## src/verilog/wdt_pkg.sv

```systemverilog
// Constants, register map and carrier types of the watchdog timer unit.
// Assumes a classic Wishbone master on the same clock as the block.
`default_nettype none

package wdt_pkg;

  // ******************************
  // Register map (byte addresses)
  // ******************************
  localparam logic [7:0] WDT_OFF_WATCHDOG_CONTROL_STATUS = 8'h00; // watchdog_control_status
  localparam logic [7:0] WDT_OFF_CLOCK_CONTROL = 8'h04; // clock_control
  localparam logic [7:0] WDT_OFF_INTEN = 8'h08; // interrupt enables

  // ******************************
  // Field positions
  // ******************************
  localparam int WDT_B_RESTART = 0; // wdog_restart
  localparam int WDT_B_RST_EN = 1; // wdog_reset_enable
  localparam int WDT_B_CAUSE = 2; // wdog_reset_cause_flag
  localparam int WDT_B_TOFLAG = 3; // wdog_timeout_flag
  localparam int WDT_B_SEL_LO = 6; // interval_sel_lo
  localparam int WDT_B_SEL_HI = 7; // interval_sel_hi
  localparam int WDT_B_XIE = 4; // extended_int_enable
  localparam int WDT_B_GIE = 7; // global_int_enable

  // ******************************
  // Reset values and counts
  // ******************************
  localparam logic [1:0] WDT_SEL_RST = 2'h0; // Shortest interval
  localparam logic [9:0] WDT_GRACE_CLKS = 10'h200; // 512 clocks after time-out
  localparam int WDT_MACH_CLKS_DEF = 4; // Clocks per machine cycle
  localparam int WDT_HOLD_MACH = 2; // Reset length in machine cycles
  localparam int WDT_CNT_W = 26; // Enough for the longest interval

  // ******************************
  // States, Gray along run-grace-hold
  // ******************************
  typedef enum logic [1:0] {
    WDT_RUN = 2'b00,
    WDT_GRACE = 2'b01,
    WDT_HOLD = 2'b11
  } wdt_state_t;

  // ******************************
  // Wishbone carriers
  // ******************************
  typedef struct packed {
    logic cyc;
    logic stb;
    logic we;
    logic [7:0] adr;
    logic [3:0] sel;
    logic [31:0] dat;
  } wdt_wb_req_t;

  typedef struct packed {
    logic ack;
    logic [31:0] dat;
  } wdt_wb_rsp_t;

endpackage

`default_nettype wire

```

## src/verilog/wdt_top.sv

```systemverilog
// Watchdog timer unit: free-running divider, time-out flag, grace window,
// watchdog system reset and a Wishbone register file.
// Assumes the unlock strobe and power-fail pulse come from logic on sys_clk_in.
//
// The implementer's own choices: the placing of the registers and register access over Wishbone.
`default_nettype none

module wdt_top #(
  parameter int LOG2_INT0 = 17, // Interval for select 00
  parameter int LOG2_INT1 = 20, // Interval for select 01
  parameter int LOG2_INT2 = 23, // Interval for select 10
  parameter int LOG2_INT3 = 26, // Interval for select 11
  parameter int MACH_CLKS = wdt_pkg::WDT_MACH_CLKS_DEF // Clocks per machine cycle
) (
  input wire logic sys_clk_in,
  input wire logic rst_n_in,
  input wire logic pfail_rst_in,
  input wire logic ta_unlock_in,
  input wire wdt_pkg::wdt_wb_req_t wb_req_in,
  output var wdt_pkg::wdt_wb_rsp_t wb_rsp_out,
  output var logic wdog_irq_out,
  output var logic wdog_sys_rst_out
);
  import wdt_pkg::*;

  // ******************************
  // Helpers
  // ******************************

  // All-ones mask of the low bits that make up the selected interval
  function automatic logic [WDT_CNT_W-1:0] int_mask(input logic [1:0] sel);
    int n;
    case (sel)
      2'h0: n = LOG2_INT0;
      2'h1: n = LOG2_INT1;
      2'h2: n = LOG2_INT2;
      default: n = LOG2_INT3;
    endcase
    int_mask = WDT_CNT_W'((64'h1 << n) - 64'h1);
  endfunction

  localparam int HOLD_CLKS = WDT_HOLD_MACH * MACH_CLKS; // Reset length in clocks
  localparam logic [7:0] HOLD_LAST = 8'(HOLD_CLKS - 1);
  localparam logic [9:0] GRACE_LAST = WDT_GRACE_CLKS - 10'h1;

  // ******************************
  // State declarations
  // ******************************
  logic ack; // Bus answer strobe
  logic [31:0] rdat; // Bus read data
  logic next_ack;
  logic [31:0] next_rdat;

  logic rst_en; // wdog_reset_enable
  logic to_flag; // wdog_timeout_flag
  logic cause; // wdog_reset_cause_flag
  logic restart; // wdog_restart, visible for one cycle
  logic [1:0] sel; // interval_sel_hi/lo
  logic xie; // extended_int_enable
  logic gie; // global_int_enable
  logic ta_armed; // One protected write allowed
  logic irq; // Interrupt request
  logic next_rst_en;
  logic next_to_flag;
  logic next_cause;
  logic next_restart;
  logic [1:0] next_sel;
  logic next_xie;
  logic next_gie;
  logic next_ta_armed;
  logic next_irq;

  wdt_state_t state; // Run, grace or reset hold
  wdt_state_t next_state;
  logic [WDT_CNT_W-1:0] cnt; // Main divider
  logic [WDT_CNT_W-1:0] next_cnt;
  logic [9:0] grace; // Clocks since time-out
  logic [9:0] next_grace;
  logic [7:0] hold; // Clocks of reset so far
  logic [7:0] next_hold;
  logic sys_rst; // Watchdog system reset
  logic next_sys_rst;

  // Decoded bus and timer events
  logic wr_commit; // Write takes effect at the ack edge
  logic wr_watchdog_control_status;
  logic wr_clock_control;
  logic wr_inten;
  logic prot_ok; // Protected bits may change
  logic timeout; // Selected interval elapses this cycle
  logic fire; // Grace expired with reset armed
  logic [7:0] watchdog_control_status_rd;

  // ******************************
  // Bus decode
  // ******************************

  // Write and decode terms; a write needs byte lane 0
  always_comb
  begin
    wr_commit = ack && wb_req_in.cyc && wb_req_in.stb && wb_req_in.we && wb_req_in.sel[0];
    wr_watchdog_control_status = wr_commit && (wb_req_in.adr == WDT_OFF_WATCHDOG_CONTROL_STATUS);
    wr_clock_control = wr_commit && (wb_req_in.adr == WDT_OFF_CLOCK_CONTROL);
    wr_inten = wr_commit && (wb_req_in.adr == WDT_OFF_INTEN);
    prot_ok = wr_watchdog_control_status && ta_armed;
    watchdog_control_status_rd = 8'h00;
    watchdog_control_status_rd[WDT_B_RESTART] = restart;
    watchdog_control_status_rd[WDT_B_RST_EN] = rst_en;
    watchdog_control_status_rd[WDT_B_CAUSE] = cause;
    watchdog_control_status_rd[WDT_B_TOFLAG] = to_flag;
  end

  // Answer one cycle after the request, drop it the cycle after
  always_comb
  begin
    next_ack = wb_req_in.cyc && wb_req_in.stb && !ack;
    next_rdat = 32'h0000_0000;
    if (next_ack)
    begin
      case (wb_req_in.adr)
        WDT_OFF_WATCHDOG_CONTROL_STATUS: next_rdat = {24'h00_0000, watchdog_control_status_rd};
        WDT_OFF_CLOCK_CONTROL: next_rdat = {24'h00_0000, sel, 6'h00};
        WDT_OFF_INTEN: next_rdat = {24'h00_0000, gie, 2'h0, xie, 4'h0};
        default: next_rdat = 32'h0000_0000; // Unmapped reads zero
      endcase
    end
  end

  // Bus answer registers
  always_ff @(posedge sys_clk_in or negedge rst_n_in)
  begin
    if (!rst_n_in)
    begin
      ack <= 1'b0;
      rdat <= 32'h0000_0000;
    end
    else
    begin
      ack <= next_ack;
      rdat <= next_rdat;
    end
  end

  // ******************************
  // Control and status bits
  // ******************************

  // Next values of software-visible bits
  always_comb
  begin
    next_rst_en = rst_en;
    next_to_flag = to_flag;
    next_cause = cause;
    next_restart = 1'b0;
    next_sel = sel;
    next_xie = xie;
    next_gie = gie;
    next_ta_armed = ta_armed;
    // Unlock arms and wins over a write in the same cycle; any other write to the protected register uses it up
    if (ta_unlock_in)
      next_ta_armed = 1'b1;
    else if (wr_watchdog_control_status)
      next_ta_armed = 1'b0;
    if (prot_ok)
    begin
      next_rst_en = wb_req_in.dat[WDT_B_RST_EN];
      next_restart = wb_req_in.dat[WDT_B_RESTART];
      if (!wb_req_in.dat[WDT_B_TOFLAG])
        next_to_flag = 1'b0;
    end
    // Cause flag is not protected; software can only clear it
    if (wr_watchdog_control_status && !wb_req_in.dat[WDT_B_CAUSE])
      next_cause = 1'b0;
    if (wr_clock_control)
      next_sel = {wb_req_in.dat[WDT_B_SEL_HI], wb_req_in.dat[WDT_B_SEL_LO]};
    if (wr_inten)
    begin
      next_xie = wb_req_in.dat[WDT_B_XIE];
      next_gie = wb_req_in.dat[WDT_B_GIE];
    end
    // Hardware set wins over a clear in the same cycle
    if (timeout)
      next_to_flag = 1'b1;
    if (fire)
    begin
      next_cause = 1'b1;
      next_to_flag = 1'b0;
      next_sel = WDT_SEL_RST;
      next_restart = 1'b0;
      next_ta_armed = 1'b0;
      // Enable stays set across its own reset
      next_rst_en = 1'b1;
    end
    // Power-fail returns the control bits to their power-on values
    if (pfail_rst_in)
    begin
      next_rst_en = 1'b0;
      next_to_flag = 1'b0;
      next_cause = 1'b0;
      next_restart = 1'b0;
      next_sel = WDT_SEL_RST;
      next_xie = 1'b0;
      next_gie = 1'b0;
      next_ta_armed = 1'b0;
    end
    next_irq = next_to_flag && next_xie && next_gie;
  end

  // Control registers; power-on reset disables the watchdog
  always_ff @(posedge sys_clk_in or negedge rst_n_in)
  begin
    if (!rst_n_in)
    begin
      rst_en <= 1'b0;
      to_flag <= 1'b0;
      cause <= 1'b0;
      restart <= 1'b0;
      sel <= WDT_SEL_RST;
      xie <= 1'b0;
      gie <= 1'b0;
      ta_armed <= 1'b0;
      irq <= 1'b0;
    end
    else
    begin
      rst_en <= next_rst_en;
      to_flag <= next_to_flag;
      cause <= next_cause;
      restart <= next_restart;
      sel <= next_sel;
      xie <= next_xie;
      gie <= next_gie;
      ta_armed <= next_ta_armed;
      irq <= next_irq;
    end
  end

  // ******************************
  // Divider, grace window, reset
  // ******************************

  // Time-out when the low bits of the divider are all ones
  always_comb
  begin
    timeout = (state != WDT_HOLD) && ((cnt & int_mask(sel)) == int_mask(sel));
    // Reset only when still armed at the end of the grace window
    fire = (state == WDT_GRACE) && (grace == GRACE_LAST) && rst_en && !restart;
  end

  // Next values of the timer
  always_comb
  begin
    next_state = state;
    next_cnt = cnt + WDT_CNT_W'(1);
    next_grace = grace;
    next_hold = hold;
    next_sys_rst = 1'b0;
    case (state)
      WDT_RUN:
      begin
        // Grace window opens at every time-out
        if (timeout)
        begin
          next_state = WDT_GRACE;
          next_grace = 10'h000;
        end
      end
      WDT_GRACE:
      begin
        next_grace = grace + 10'h001;
        if (fire)
        begin
          next_state = WDT_HOLD;
          next_hold = 8'h00;
          next_sys_rst = 1'b1;
        end
        else if (grace == GRACE_LAST)
          next_state = WDT_RUN; // Unarmed: plain interval timer
      end
      WDT_HOLD:
      begin
        // Count held at start while the system is in reset
        next_cnt = '0;
        next_hold = hold + 8'h01;
        if (hold == HOLD_LAST)
          next_state = WDT_RUN;
        else
          next_sys_rst = 1'b1;
      end
      default: next_state = WDT_RUN;
    endcase
    // Restart clears the count and cancels a pending reset
    if (restart && (state != WDT_HOLD))
    begin
      next_cnt = '0;
      next_state = WDT_RUN;
    end
    if (pfail_rst_in)
    begin
      next_state = WDT_RUN;
      next_cnt = '0;
      next_sys_rst = 1'b0;
    end
  end

  // Timer registers
  always_ff @(posedge sys_clk_in or negedge rst_n_in)
  begin
    if (!rst_n_in)
    begin
      state <= WDT_RUN;
      cnt <= '0;
      grace <= 10'h000;
      hold <= 8'h00;
      sys_rst <= 1'b0;
    end
    else
    begin
      state <= next_state;
      cnt <= next_cnt;
      grace <= next_grace;
      hold <= next_hold;
      sys_rst <= next_sys_rst;
    end
  end

  // ******************************
  // Outputs, all from flip-flops
  // ******************************
  assign wb_rsp_out.ack = ack;
  assign wb_rsp_out.dat = rdat;
  assign wdog_irq_out = irq;
  assign wdog_sys_rst_out = sys_rst;

endmodule

`default_nettype wire

```

## config.mk

```make
export PLATFORM = sky130hd
export DESIGN_NAME = wdt_top
export DESIGN_NICKNAME = d
export VERILOG_FILES = /design/src/verilog/wdt_pkg.sv /design/src/verilog/wdt_top.sv
export SDC_FILE = /design/constraint.sdc
export NUM_CORES = 1
export LEC_CHECK = 0
export BUFFER_PORTS_ARGS = -buffer_cell sky130_fd_sc_hd__buf_4
export CAP_MARGIN = 10
export CELL_PAD_IN_SITES_DETAIL_PLACEMENT = 1
export CELL_PAD_IN_SITES_GLOBAL_PLACEMENT = 1
export CORE_MARGIN = 2
export CORE_UTILIZATION = 40
export DETAILED_ROUTE_END_ITERATION = 6
export GPL_TIMING_DRIVEN = 1
export PLACE_DENSITY_LB_ADDON = 0.1
export SYNTH_ARGS = -nofsm -noshare
export SYNTH_HDL_FRONTEND = slang
export SYNTH_SLANG_ARGS = --single-unit
```

## constraint.sdc

```tcl
create_clock -name sys_clk_in -period 2.55 [get_ports sys_clk_in]
set_input_delay 0.255 -clock sys_clk_in [delete_from_list [all_inputs] [get_ports sys_clk_in]]
set_output_delay 0.255 -clock sys_clk_in [all_outputs]
set_load 0.05 [all_outputs]
```

==> results of run 1 <==
[state kept, by name, indices dropped and copies added, names as in the netlist]
name              cells
ack                   1
restart               1
cnt                  26
to_flag               1
grace                10
cause                 1
wdog_irq_out          1
xie                   1
sel                   2
ta_armed              1
gie                   1
hold                  8
wdog_sys_rst_out      1
rdat                  7
state                 2
rst_en                1
[path summary, 6_finish.rpt]
path	start	to	slack, ns	depth (start not counted)
setup / recovery	sel[1]	grace[4]	0.38	6
hold / removal	rst_n_in	cnt[18]	-0.004	1
setup reg to reg	sel[1]	grace[4]	0.38	6
hold reg to reg	hold[7]	hold[7]	0.49	1
max in group asynchronous	rst_n_in	hold[7]	1.99	1
min in group sys_clk_in	wb_req_in[0]	restart	0.13	3
[worst max-delay path, delay by kind of cell (launching register included)]
| family | cells | cell delay, ns |
|---|---|---|
| buf+inv | 1 | 0.11 |
| flops | 1 | 0.41 |
| compound gates | 2 | 0.45 |
| fa+ha+maj | 1 | 0.23 |
| simple gates | 2 | 0.82 |
[cells by family (layout without fill, tap and decap cells)]
logic type | count (synthesis) | after routing | share of synthesized area
adder cells (fa/ha/maj) | 6 | 6 | 0.0215
XOR/XNOR | 15 | 15 | 0.0375
flip-flops | 65 | 65 | 0.465
other | 1 | 25 | 0.00107
AND/OR/NAND/NOR | 167 | 167 | 0.257
multiplexers | 8 | 8 | 0.0232
AO/OA/AOI/OAI | 60 | 60 | 0.112
buffers and inverters | 50 | 64 | 0.0837
[placed cells by master (no fill, tap or decap), types with 6 or more instances in the layout]
master / netlist / final
nor2_1: 33 / 33
a31oi_1: 6 / 6
or4_1: 6 / 6
nor3_1: 7 / 7
xnor2_1: 7 / 7
o21ai_0: 13 / 13
a21oi_1: 15 / 15
mux2i_1: 7 / 7
conb_1: 1 / 25
nand3_1: 17 / 17
dfrtp_1: 65 / 65
ha_1: 6 / 6
inv_1: 9 / 9
nand4_1: 15 / 15
clkbuf_8: 0 / 11
buf_4: 26 / 39
and3_1: 14 / 14
nand2_1: 38 / 38
xor2_1: 8 / 8
[cell type report]
| class | count | area [um^2] | share of cell area |
|---|---|---|---|
| multi-input cells | 281 | 1670 | 0.425 |
| flip-flops and latches | 65 | 1630 | 0.414 |
| repair buffers | 39 | 293 | 0.0745 |
| clock buffers | 13 | 159 | 0.0404 |
| well taps | 108 | 135 | 0.0344 |
| inverters | 9 | 33.8 | 0.00859 |
| clock inverters | 3 | 15.0 | 0.00382 |
[power by group]
part | total, mW | switching (mW) | internal, mW
Clock | 0.797 | 0.395 | 0.402
Combinational | 0.177 | 0.137 | 0.0398
Sequential | 1.06 | 0.0139 | 1.04
[layer usage]
metal  GRT usage  part of all wire  up-vias
met5           0                 0        -
met4      0.0780             0.018        0
met3      0.0360             0.041       11
met2       0.278              0.46       60
met1       0.240              0.48     1388
li1            -                 -     1347
==> key figures, run 1 <==
Status
  – Outcome: finished, violations left
  – Failing checks: negative hold slack

Detailed routing
  – DRT iter0 DRCs: about 110
  – Drt wl/cell: 15.5 um
  – Detailed Route WL: approximately 8000 um
  – Via Count: 2806
  – Post-route DRC: 0
  – ANT nets after route: 0
  – Number of vias per cell: 5.42
  – DR pass1 iterations: 4

Setup path
  – WP data arrival: 2.38 ns
  – Crit Path Max Fanout: 7
  – CP peak stage delay: 0.43 ns
  – Crit-path cells: inv_1 > ha_1 > or3b_2 > a22oi_1 > and3_1 > o221ai_1
  – Crit path capture type: flip-flop
  – Slowest CP cell: or3b_2
  – WS Path Type: reg -> reg
  – Kind of start point of the critical path: flip-flop
  – CP required: 2.76 ns

STA
  – Slew HR: 0.439
  – Tmin final: 2.17 ns
  – Worst Tran Pin Value: 0.842 ns
  – Final hold slack: -0.00424 ns
  – RSZ-0062 raised after global routing: no
  – Final hold viol count: 8
  – Fmax: 0.461 GHz
  – Setup TNS: 0 ns
  – Endpoints failing setup: 0
  – Crit share post-route: 0.851
  – Final setup margin: 0.379 ns
  – Max-slew violations: 0
  – Setup Skew: about 0.01 ns

Synthesis
  – Post-Syn Area: 3500 um^2
  – Top cell type's share of synthesized area: 0.465
  – Synth area leader: dfrtp_1
  – Post-synth EDFFs: 0
  – Mapped Cells: 372
  – Ys async rst share: 1.00
  – Top FF cell, synth: dfrtp_1
  – Syn. warnings: 0
  – Syn Area/Cell: ~9.4 um^2
  – Top-count cell post-synth: dfrtp_1
  – Distinct cell type count after synthesis: 50
  – Top cells by count, synth: 65 x dfrtp_1, 38 x nand2_1, 33 x nor2_1
  – Seq cells post-synth: 65
  – Sequential share of the synthesized area: 0.465
  – Largest cells by area after synthesis: dfrtp_1 46%, buf_4 5.6%, nand2_1 4.1%, nor2_1 3.5%, nand4_1 2.7%

Floorplan
  – Initial core utilization: 0.407
  – Die Footprint: about 9500 um^2
  – Die H: 97.5 um
  – DIE WIDTH: 97.5 um
  – Placeable Area: about 8600 um^2
  – I/O pin count: 86
  – Row count: 34

Placed design
  – Cell total after placement: around 500
  – Placed cell area: 3760 um^2
  – Port Buffer Count: 32
  – Routability cong.: 0.756
  – DP HPWL: roughly 5800 um
  – Post-place setup slack: approximately 0.34 ns

Layout
  – Final core occ: 0.458
  – Design area: approximately 3900 um^2
  – Area grow syn2layout: 12.4%
  – Non-filler instance count after layout: 518
  – Nets@finish: between 400 and 500
  – Fillers: 1008
  – Ant diodes: 0
  – Fraction of layout cells with a size suffix above 1: 0.156

GRT
  – GRT overflow: 0
  – GRT Overall Usage: 0.178
  – Vias in the first global route: 2851
  – Largest net degree at the start of global routing: 66
  – Global-route wire length before repair: 13700 um
  – Initial antenna violation count: 0

Clocking
  – Post-CTS Hold Fix Bufs: 0
  – # resized after CTS: 0
  – CTS buffer count: 9
  – Worst-path clk slew: 0.08 ns
  – H-Tree Depth: 3
  – Post-CTS Repair Setup Buffers: 0
  – CTS Sinks: 65
  – Root Driver: clkbuf_8
  – Worst-Skew Late Latency: 0.35 ns
  – Clock Path Buffers: 2
  – CTS tree: yes

Pwr
  – Static Leakage: approximately 1.8 nW
  – Pwr dens: about 520 nW/um^2
  – Peak VDD IR: between 0.0003 and 0.0004 V
  – Total chip power: 2.03 mW

Run
  – Max Cap Viol: 0

Worst hold path
  – HP Class: in -> async
No activity file was read; power rests on OpenSTA's default activity.
==> run 2, diff against run 1 <==
--- a/config.mk
+++ b/config.mk
@@ -13,7 +13,8 @@
 export CORE_UTILIZATION = 40
 export DETAILED_ROUTE_END_ITERATION = 6
 export GPL_TIMING_DRIVEN = 1
-export PLACE_DENSITY_LB_ADDON = 0.1
+export PLACE_DENSITY = 0.77
+export RECOVER_POWER = 25
 export SYNTH_ARGS = -nofsm -noshare
 export SYNTH_HDL_FRONTEND = slang
 export SYNTH_SLANG_ARGS = --single-unit
==> key figures, run 2 (synthesis gave the netlist of run 1 again) <==
Status
  – Outcome: finished, violations left
  – Failing checks: max-capacitance violations, max-slew violations

STA
  – Worst Tran Pin Value: 1.64 ns
  – Fmax: ~0.45 GHz
  – RSZ-0062 raised after global routing: no
  – Tmin final: 2.23 ns
  – Final setup margin: roughly 0.32 ns
  – Endpoints failing setup: 0
  – Crit share post-route: 0.876
  – Setup TNS: 0 ns
  – Slew HR: -0.0951
  – Final hold viol count: 0
  – Max-slew violations: 66
  – Setup Skew: approximately 0.011 ns

GRT
  – Global-route wire length before repair: between 10000 and 15000 um
  – Largest net degree at the start of global routing: 66
  – GRT Overall Usage: 0.183
  – Vias in the first global route: 2977
  – GRT overflow: 0
  – Initial antenna violation count: 0

Layout
  – Number of flip-flops in the largest register: 26
  – Fraction of layout cells with a size suffix above 1: 0.163
  – Nets@finish: 463
  – Ant diodes: 0
  – Most common cell after layout, fill and taps aside: dfrtp_1
  – Fillers: 1021
  – Top Registers: cnt x26, grace x10, hold x8
  – Most frequent cells in the layout: 65 x dfrtp_1, 39 x buf_4, 38 x nand2_1
  – Area grow syn2layout: 14.1%
  – Final core occ: 0.465
  – Design area: 3990 um^2
  – Largest Register: cnt

Setup path
  – Flop-to-flop setup slack: between 0.3 and 0.4 ns
  – Crit path capture type: flip-flop
  – CP required: ~2.8 ns
  – Kind of start point of the critical path: flip-flop
  – WP data arrival: 2.44 ns
  – Worst r2r dst: grace[0]
  – Crit Path Max Fanout: 7
  – WS Path Type: reg -> reg
  – Reg-to-Reg Start: sel[1]
  – Register-to-Register Path Depth: 6

Detailed routing
  – Drt wl/cell: 16.0 um
  – DRT iter0 DRCs: 82
  – Detailed Route WL: about 8300 um
  – Via Count: 2819
  – DR pass1 iterations: 4
  – Number of vias per cell: 5.43
  – Post-route DRC: 0
  – ANT nets after route: 0

Placed design
  – Post-place setup slack: about 0.34 ns
  – Placed cell area: roughly 3800 um^2
  – Port Buffer Count: 32
  – DP HPWL: 5660 um
  – Routability cong.: 0.741

Clocking
  – Post-CTS Hold Fix Bufs: 0
  – Root Driver: clkbuf_8
  – Worst-path clk slew: 0.08 ns
  – Clock Path Buffers: 2
  – CTS buffer count: 9
  – Post-CTS Repair Setup Buffers: 0
  – CTS tree: yes
  – # resized after CTS: 0
  – Worst-Skew Late Latency: 0.35 ns
  – CTS Sinks: 65
  – H-Tree Depth: 3

Floorplan
  – Die H: around 100 um
  – Initial core utilization: 0.407
  – Placeable Area: 8590 um^2
  – DIE WIDTH: just under 100 um
  – Die Footprint: 9510 um^2
  – Row count: 34
  – I/O pin count: 86

Pwr
  – Pwr dens: 566 nW/um^2
  – Static Leakage: 1.87 nW
  – Peak VDD IR: 0.000208 V

Run
  – Max Cap Viol: 1

Worst hold path
  – Hold endpoint: restart
  – HP Class: in -> reg
  – Worst Hold Launch: wb_req_in[0]
  – Hold Crit Depth: 3
run 2: cell type report:
| cell class | count | area, um^2 | area share |
|---|---|---|---|
| Multi-Input combinational cell | 281 | 1670 | 0.418 |
| Sequential cell | 65 | 1630 | 0.407 |
| Tap cell | 108 | 135 | 0.0338 |
| Clock inverter | 5 | 77.6 | 0.0194 |
| Inverter | 9 | 33.8 | 0.00846 |
| Timing Repair Buffer | 40 | 298 | 0.0746 |
| Clock buffer | 11 | 151 | 0.0379 |
run 2: how the worst max path moves through the flow:
| stage | slack, ns | cells past startpoint | end | from |
|---|---|---|---|---|
| 2_1_floorplan | 0.57 | 7 | grace[2] | sel[0] |
| 3_3_place_gp | 0.42 | 6 | grace[0] | sel[1] |
| 3_5_place_dp | 0.34 | 6 | grace[3] | sel[1] |
| 4_1_cts | 0.30 | 6 | grace[3] | sel[1] |
| 5_1_grt | 0.15 | 6 | grace[3] | sel[1] |
| 6_report | 0.32 | 6 | grace[0] | sel[1] |
run 2: stage by stage:
stage | hold slack, ns | instances | total power [mW]
floorplan | -0.0406 | 396 | 1.22
global placement | 0.412 | 503 | 1.25
detailed placement | 0.415 | 503 | 1.26
CTS | 0.0222 | 519 | 2.28
global route | 0.136 | 519 | 2.35
finish | 0.141 | 519 | 2.26
run 2: report_power, final:
| part | switching (mW) | internal, mW | leakage [nW] |
|---|---|---|---|
| combinational | 0.138 | 0.0399 | 0.849 |
| sequential | 0.0142 | 1.04 | 0.900 |
| clock | 0.425 | 0.600 | 0.115 |
| total | 0.577 | 1.68 | 1.87 |
run 2: worst max-delay path, cell delays in order, from the launching register on:
cell,delay [ns]
dfrtp_1,0.43
inv_1,0.11
ha_1,0.27
or3b_2,0.44
a22oi_1,0.27
and3_1,0.40
o221ai_1,0.18
run 2: routing by layer:
metal	part of all wire	track usage	routed length [um]
met1	0.45	0.226	3750
met2	0.51	0.319	4210
met3	0.026	0.0324	216
met4	0.017	0.0673	142
met5	0	0	0
